## config.mk

```make
export PLATFORM = sky130hd
export DESIGN_NAME = ircf_top
export DESIGN_NICKNAME = d
export VERILOG_FILES = /design/src/hw/ircf_pkg.sv /design/src/hw/ircf_top.sv
export SDC_FILE = /design/constraint.sdc
export NUM_CORES = 1
export LEC_CHECK = 0
export BUFFER_PORTS_ARGS = -buffer_cell sky130_fd_sc_hd__clkbuf_2
export CORE_AREA = 2 2 98 100
export DETAILED_ROUTE_END_ITERATION = 10
export DIE_AREA = 0 0 100 102
export PLACE_DENSITY = 0.86
export SLEW_MARGIN = 10
export SYNTH_ARGS = -nofsm -noshare
export SYNTH_HDL_FRONTEND = slang
export SYNTH_SLANG_ARGS = --single-unit
export TNS_END_PERCENT = 100
```

## constraint.sdc

```tcl
create_clock -name core_clk -period 1.4 [get_ports core_clk]
set_input_delay 0.07 -clock core_clk [delete_from_list [all_inputs] [get_ports core_clk]]
set_output_delay 0.07 -clock core_clk [all_outputs]
set_load 0.01 [all_outputs]
```

## src/hw/ircf_pkg.sv

```systemverilog
// package: register map, field layout and types of the iso receive channel filter
package ircf_pkg;

  // ************************************************************
  // register map (byte addresses on the apb bus)
  // ************************************************************
  localparam logic [7:0] LOW_SET_OFFSET = 8'h78;
  localparam logic [7:0] LOW_CLEAR_OFFSET = 8'h7C;
  localparam logic [7:0] HIGH_SET_OFFSET = 8'h70;
  localparam logic [7:0] HIGH_CLEAR_OFFSET = 8'h74;

  // ************************************************************
  // field layout and reset values
  // ************************************************************
  localparam int LOW_CHAN_COUNT = 32;
  localparam int HIGH_CHAN_BASE = 32;
  localparam logic [31:0] LOW_MASK_RESET = 32'h0000_0000;
  localparam logic [31:0] HIGH_MASK_RESET = 32'h0000_0000;
  localparam logic [31:0] UNMAPPED_READ = 32'h0000_0000;

  // ************************************************************
  // carriers
  // ************************************************************
  typedef struct packed {
    logic [7:0] paddr;
    logic psel;
    logic penable;
    logic pwrite;
    logic [31:0] pwdata;
  } ircf_apb_req_t;

  typedef struct packed {
    logic [31:0] prdata;
    logic pready;
    logic pslverr;
  } ircf_apb_rsp_t;

endpackage : ircf_pkg

```

## src/hw/ircf_top.sv

```systemverilog
// module: apb register bank holding the 64 isochronous receive channel enables
`timescale 1ns/10ps
module ircf_top (
  input wire logic core_clk,
  input wire logic resetn,
  input wire ircf_pkg::ircf_apb_req_t apb_req,
  output ircf_pkg::ircf_apb_rsp_t apb_rsp,
  output logic [63:0] rx_chan_enable,
  output logic rx_chan_enable_zero,
  output logic rx_chan_enable_thirty_one,
  output logic rx_chan_enable_thirty_two,
  output logic rx_chan_enable_forty_one
);

  // ************************************************************
  // mask storage
  // ************************************************************
  logic [31:0] low_mask;
  logic [31:0] high_mask;
  logic [31:0] next_low_mask;
  logic [31:0] next_high_mask;
  logic [31:0] prdata;
  logic [31:0] next_prdata;
  logic pready;
  logic next_pready;
  logic pslverr;
  logic next_pslverr;
  logic [63:0] chan_enable;
  logic [63:0] next_chan_enable;
  logic access;
  logic wr;
  logic hit;

  // one wait state: pready is registered, so a transfer's access phase lasts two cycles
  assign access = apb_req.psel && apb_req.penable && !pready;
  assign wr = access && apb_req.pwrite;

  always_comb begin
    hit = 1'b0;
    case (apb_req.paddr)
      ircf_pkg::LOW_SET_OFFSET,
      ircf_pkg::LOW_CLEAR_OFFSET,
      ircf_pkg::HIGH_SET_OFFSET,
      ircf_pkg::HIGH_CLEAR_OFFSET: begin
        hit = 1'b1;
      end
      default: begin
        hit = 1'b0;
      end
    endcase
  end

  // ************************************************************
  // set / clear write logic
  // ************************************************************
  always_comb begin
    next_low_mask = low_mask;
    next_high_mask = high_mask;
    if (wr) begin
      case (apb_req.paddr)
        ircf_pkg::LOW_SET_OFFSET: begin
          next_low_mask = low_mask | apb_req.pwdata;
        end
        ircf_pkg::LOW_CLEAR_OFFSET: begin
          next_low_mask = low_mask & ~apb_req.pwdata;
        end
        ircf_pkg::HIGH_SET_OFFSET: begin
          next_high_mask = high_mask | apb_req.pwdata;
        end
        ircf_pkg::HIGH_CLEAR_OFFSET: begin
          next_high_mask = high_mask & ~apb_req.pwdata;
        end
        default: begin
          next_low_mask = low_mask;
        end
      endcase
    end
  end

  // ************************************************************
  // read path and handshake
  // ************************************************************
  always_comb begin
    next_pready = access;
    next_pslverr = access && !hit;
    next_prdata = ircf_pkg::UNMAPPED_READ;
    if (access && !apb_req.pwrite) begin
      case (apb_req.paddr)
        // both addresses of a pair read back the stored mask
        ircf_pkg::LOW_SET_OFFSET,
        ircf_pkg::LOW_CLEAR_OFFSET: begin
          next_prdata = low_mask;
        end
        ircf_pkg::HIGH_SET_OFFSET,
        ircf_pkg::HIGH_CLEAR_OFFSET: begin
          next_prdata = high_mask;
        end
        default: begin
          next_prdata = ircf_pkg::UNMAPPED_READ;
        end
      endcase
    end
  end

  // ************************************************************
  // channel enable vector
  // ************************************************************
  // registered copy keeps every output straight from a flip-flop; enables change in the same cycle as the mask
  for (genvar n = 0; n < ircf_pkg::LOW_CHAN_COUNT; n++) begin : g_chan
    always_comb begin
      next_chan_enable[n] = next_low_mask[n];
      next_chan_enable[ircf_pkg::HIGH_CHAN_BASE + n] = next_high_mask[n];
    end
  end

  // masks reset to zero for determinism, yet software still clears them before use
  always_ff @(posedge core_clk) begin
    if (!resetn) begin
      low_mask <= ircf_pkg::LOW_MASK_RESET;
      high_mask <= ircf_pkg::HIGH_MASK_RESET;
      chan_enable <= {ircf_pkg::HIGH_MASK_RESET, ircf_pkg::LOW_MASK_RESET};
      prdata <= ircf_pkg::UNMAPPED_READ;
      pready <= 1'b0;
      pslverr <= 1'b0;
    end else begin
      low_mask <= next_low_mask;
      high_mask <= next_high_mask;
      chan_enable <= next_chan_enable;
      prdata <= next_prdata;
      pready <= next_pready;
      pslverr <= next_pslverr;
    end
  end

  assign apb_rsp.prdata = prdata;
  assign apb_rsp.pready = pready;
  assign apb_rsp.pslverr = pslverr;
  assign rx_chan_enable = chan_enable;
  assign rx_chan_enable_zero = chan_enable[0];
  assign rx_chan_enable_thirty_one = chan_enable[31];
  assign rx_chan_enable_thirty_two = chan_enable[32];
  assign rx_chan_enable_forty_one = chan_enable[41];

endmodule : ircf_top

```

Yosys cells after proc, flatten, opt, wreduce, memory -nomap -nowiden
Cells that the tools add are included.
{ "totals": {"ff_bits": 162, "inputBits": 45, "out_inout_bits": 102, "wordCells": 33} }
{ "op_classes": {"n_eq_ne": 4, "muxes": 6, "n_bitwise": 5, "n_reduce_logical": 12} }
{ "ops": {"columns": ["operator", "n"], "rows": [
  ["32-bit one-hot mux with 2 select lines", 3],
  ["32-bit bitwise AND", 2],
  ["32-bit 2-to-1 mux", 2],
  ["32-bit OR", 2],
  ["8-bit by 7-bit == test with 1-bit output, second input constant", 4],
  ["32-bit NOT", 1],
  ["1-bit logical AND", 5],
  ["2-bit OR reduction", 2],
  ["4-bit OR reduction", 1],
  ["1-bit logical NOT", 3],
  ["2-bit AND reduction", 1],
  ["1-bit 2-to-1 mux", 1]
]} }

Longest topological paths before layout
{ "depth": {"depth_word": 5, "ltp_mapped": 5, "mapped_depth_nobuf": 3} }

Worst setup path before layout
OpenSTA, ideal clock, no wires.
{ "synth_timing": {"path_kind": "flip-flop to flip-flop", "from": "register pready", "to": "register high_mask[13]", "setup_time_ns": 0.132, "arrival_ns": 1.081, "t_required_ns": 1.268, "path_slack_ns": 0.187, "path_stages_with_launch": 6, "path_buffers": 2, "cell_sequence": "dfxtp_1 and3b_1 buf_4 buf_2 nand4_1 mux2i_1"} }
{ "synth_between": {"elab_chain_len": 4} }
{ "synth_rtl": {"columns": ["element", "line", "text"], "rows": [
  ["start: declaration", "ircf_top.sv:24", "logic pready;"],
  ["start signal: assignment", "ircf_top.sv:130", "pready <= next_pready;"],
  ["1-bit logical NOT", "ircf_top.sv:35", "assign access = apb_req.psel && apb_req.penable && !pready;"],
  ["1-bit logical AND", "ircf_top.sv:35", null],
  ["1-bit logical AND", "ircf_top.sv:36", "assign wr = access && apb_req.pwrite;"],
  ["32-bit 2-to-1 mux", "ircf_top.sv:59", "if (wr) begin"],
  ["end signal: assignment", "ircf_top.sv:120", "high_mask <= ircf_pkg::HIGH_MASK_RESET;"],
  ["end signal: assignment", "ircf_top.sv:127", "high_mask <= next_high_mask;"],
  ["end: declaration", "ircf_top.sv:19", "logic [31:0] high_mask;"]
]} }
Every way passes these cells.
A chain may end at the register's enable or synchronous reset.

Worst setup path after layout
{ "layout_timing": {"from": "register pready", "to": "register low_mask[30]"} }
{ "layout_between": {"elab_chain_len": 4} }
{ "layout_rtl": {"columns": ["element", "line", "text"], "rows": [
  ["1-bit logical NOT", "ircf_top.sv:35", null],
  ["1-bit logical AND", "ircf_top.sv:35", null],
  ["1-bit logical AND", "ircf_top.sv:36", null],
  ["32-bit 2-to-1 mux", "ircf_top.sv:59", null],
  ["end signal: assignment", "ircf_top.sv:119", "low_mask <= ircf_pkg::LOW_MASK_RESET;"],
  ["end signal: assignment", "ircf_top.sv:126", "low_mask <= next_low_mask;"],
  ["end: declaration", "ircf_top.sv:18", "logic [31:0] low_mask;"]
]} }
Every way passes these cells.

==> flow_summary.yaml <==
status:
  run_status: "finished, final reports clean"
clock_tree:
  postCtsHoldBufs: 0
  clockBufferDepth: 2
  worstSkewPairLatency_ns: 0.35
  tritoncts: "built"
  cts_inserted_buffers: 9
  cts_num_sinks: 98
  ctsRootBufferMaster: "clkbuf_8"
  htree_num_levels: 3
  cts.clk_slew.worst_paths_ns: 0.09
setup_path:
  cp-start-kind: "flip-flop"
  critical-path-slowest-cell: "dfxtp_1"
  critPathMaxFanout: 40
  timing.critical_path.buf_inv: 1
  crit-reg2reg-launch: "pready"
  cp_data_required_time_ns: 1.62
  setup.worst_path.start: "pready"
  crit_path_max_incr_delay_ns: 0.32
  timing.setup.critical_path_class: "reg -> reg"
  crit_family: "simple AND/OR/NAND/NOR gates"
  critical_path.reg2reg.endpoint: "low_mask[30]"
  crit_path_cell_trace: "and3b_2, buf_12, nand4_1, mux2i_1"
  ff2ff_path_depth: 4
  setup_slack_reg_to_reg_ns: 0.12
  cp-end-kind: "flip-flop"
  cp.arrival_ns: 1.49
routing:
  drtAntennaViolNets: 0
  viasPerCell: 5.60
  drt_wl_total_microns: 11500
  post-route-drc-count: 0
  drt-pass1-iter-count: 4
  detailroute.via_count: 4029
  routed_wire_length_per_instance_microns: 16.1
  drtIter0Drc: 198
final_layout:
  drive_gt1_frac: 0.304
  nNetsFinal: 648
  filler_cells: 775
  area.sequential_sq_um: 1960
  area_taken_by_multi_input_logic_gates_sq_um: 2270
  finish.cell_count_without_fillers: 719
  area_growth_pct: 20.2
  n_antenna_cell: 0
  postLayoutCellArea_sq_um: 5490
power:
  cell_internal_pwr_uw: 3610
  net-switching-power_uw: 1250
  static-leakage-power_uw: 0.00293
  combPwrFrac: 0.089
  net_sw_frac: 0.257
  power.clock.fraction: 0.337
  share_seq_of_total_power: 0.574
  worst_ir_drop_vdd_uv: 483
  cellPowerDensity_nw_per_um2: 885
worst_hold_path:
  hold-path-cell-count: 3
  hold_path_class: "in -> reg"
  worst_hold_end: "low_mask[14]"
  hold_start: "resetn"
floorplanning:
  core_region_area_sq_um: 9110
  die_area_sq_um: 10200
  placement_rows: 35
  initial_util: 0.502
  die_h_microns: 102
  floorplan.io_pins: 147
  die_x_microns: 100
placed_design:
  port_buffers: 146
  post-place-cells: 703
  dp.final_hpwl_microns: 7980
  routabilityCongestion: 0.747
  post_dp_cell_area_sq_um: 5320
logic_synthesis:
  synthesis.instances: 487
  number_of_synthesized_register_bits: 98
  mappedNetlistNets: 532
  synth_warnings: 0
  syn-cell-area_sq_um: 4570
  yosys.cell_types.count: 18
  seq_area_frac_synth: 0.429
  syn_avg_cell_area_sq_um: 9.39
grt:
  grt_first_pass_wirelength_microns: 18700
  grt_start_max_net_pins: 52
  grt.total_usage: 0.226
  globalRoute.totalOverflow: 0
  initial_antenna_violation_count: 0
  grt_pass1_vias: 3880
timing:
  tightestPinTransition_ns: 0.357
  fin_tns_setup_ns: 0
  final.period_utilization: 0.911
  final-hold-violation-count: 0
  setup_repair_after_global_routing_missed_its_margin: "no"
  final-setup-viol-count: 0
  final_period_minus_worst_setup_slack_ns: 1.28
  timing.slew.headroom: 0.762
  fin_worst_skew_ns: 0.0116
  final_max_slew_viol_count: 0
  fmax_mhz: 784
run:
  maxCapViolations: 0
[synth_stat cells, drive strengths merged]
cell	count	area, sq um
nand4	65	407
nand2	64	240
mux2i	96	961
clkbuf	29	110
buf	32	238
nand2b	1	6.26
nor2	32	120
and3b	33	289
and3	32	200
a21boi	1	7.51
and2	1	6.26
and4bb	1	12.5
nor2b	2	12.5
dfxtp	98	1960
[area by class of cell]
class,instances,share of cell area
clock inverter,6,0.00774
clock buffer,10,0.0232
tap,111,0.0253
timing repair buffer,166,0.173
sequential,98,0.357
multi-input combinational,328,0.414
[metrics by stage]
stage                util  power [uW]  setup slack [ns]  hold slack (ns)
finish              0.603        4860             0.125           0.0573
global route        0.603        5060            0.0531           0.0656
CTS                 0.603        4900            0.0528           0.0502
detailed placement  0.584        3280            0.0654            0.431
global placement    0.584        3270             0.164            0.407
floorplan               -        3140             0.187            0.208
[registers in the layout (all words and copies together) (netlist names)]
| register | flops |
|---|---|
| rx_chan_enable | 1 |
| pslverr | 1 |
| high_mask | 32 |
| pready | 1 |
| low_mask | 31 |
| prdata | 32 |
[kinds of logic (layout without fill, tap and decap cells)]
| logic type | Yosys count | count (layout) | share of synthesized area |
|---|---|---|---|
| buffers and inverters | 61 | 182 | 0.0761 |
| DFF | 98 | 98 | 0.429 |
| muxes | 96 | 96 | 0.210 |
| AOI/OAI and AO/OA | 1 | 1 | 0.00164 |
| and+or+nand+nor | 231 | 231 | 0.283 |
[layer usage]
metal	routed length, microns	global-route usage
met1	4910	0.293
met2	5910	0.386
met3	558	0.0417
met4	171	0.0717
met5	0	0
[power groups by stage]
stage	Clock, uW	Sequential (uW)	Combinational, uW
after CTS	1680	2790	427
after global routing	1800	2790	467
after detailed placement	0	2860	426
after global placement	0	2850	412
final	1640	2790	431
after floorplan	0	2850	281
[what timing repair did]
action,CTS,global route
setup endpoints to repair,0,3
resized for setup,0,1
setup buffers,0,0
[worst min-delay path, stage by stage]
cell      delay (ns)
clkbuf_2        0.15
nand2_1         0.09
mux2i_1         0.06
[cell usage in the layout, fill, tap and decap left out]
cell type / instances
clkinvlp_4: 2
buf_4: 15
dfxtp_1: 98
clkbuf_1: 1
nor2b_4: 1
nand2b_2: 1
mux2i_1: 96
nor2b_1: 1
nand2_1: 64
and4bb_2: 1
and2_1: 1
nand4_1: 65
and3b_1: 32
buf_6: 1
clkinv_2: 2
clkbuf_2: 145
and3_1: 32
buf_12: 5
clkbuf_8: 9
nor2_1: 32
and3b_2: 1
inv_6: 1
a21boi_0: 1
clkinv_4: 1
[worst max-delay path by stage]
stage                         end  cells past startpoint
floorplan           high_mask[13]                      5
global placement     low_mask[25]                      5
detailed placement  high_mask[12]                      4
CTS                 high_mask[12]                      4
global route        high_mask[13]                      4
finish               low_mask[30]                      4
Power figures use the tool's default switching activity.
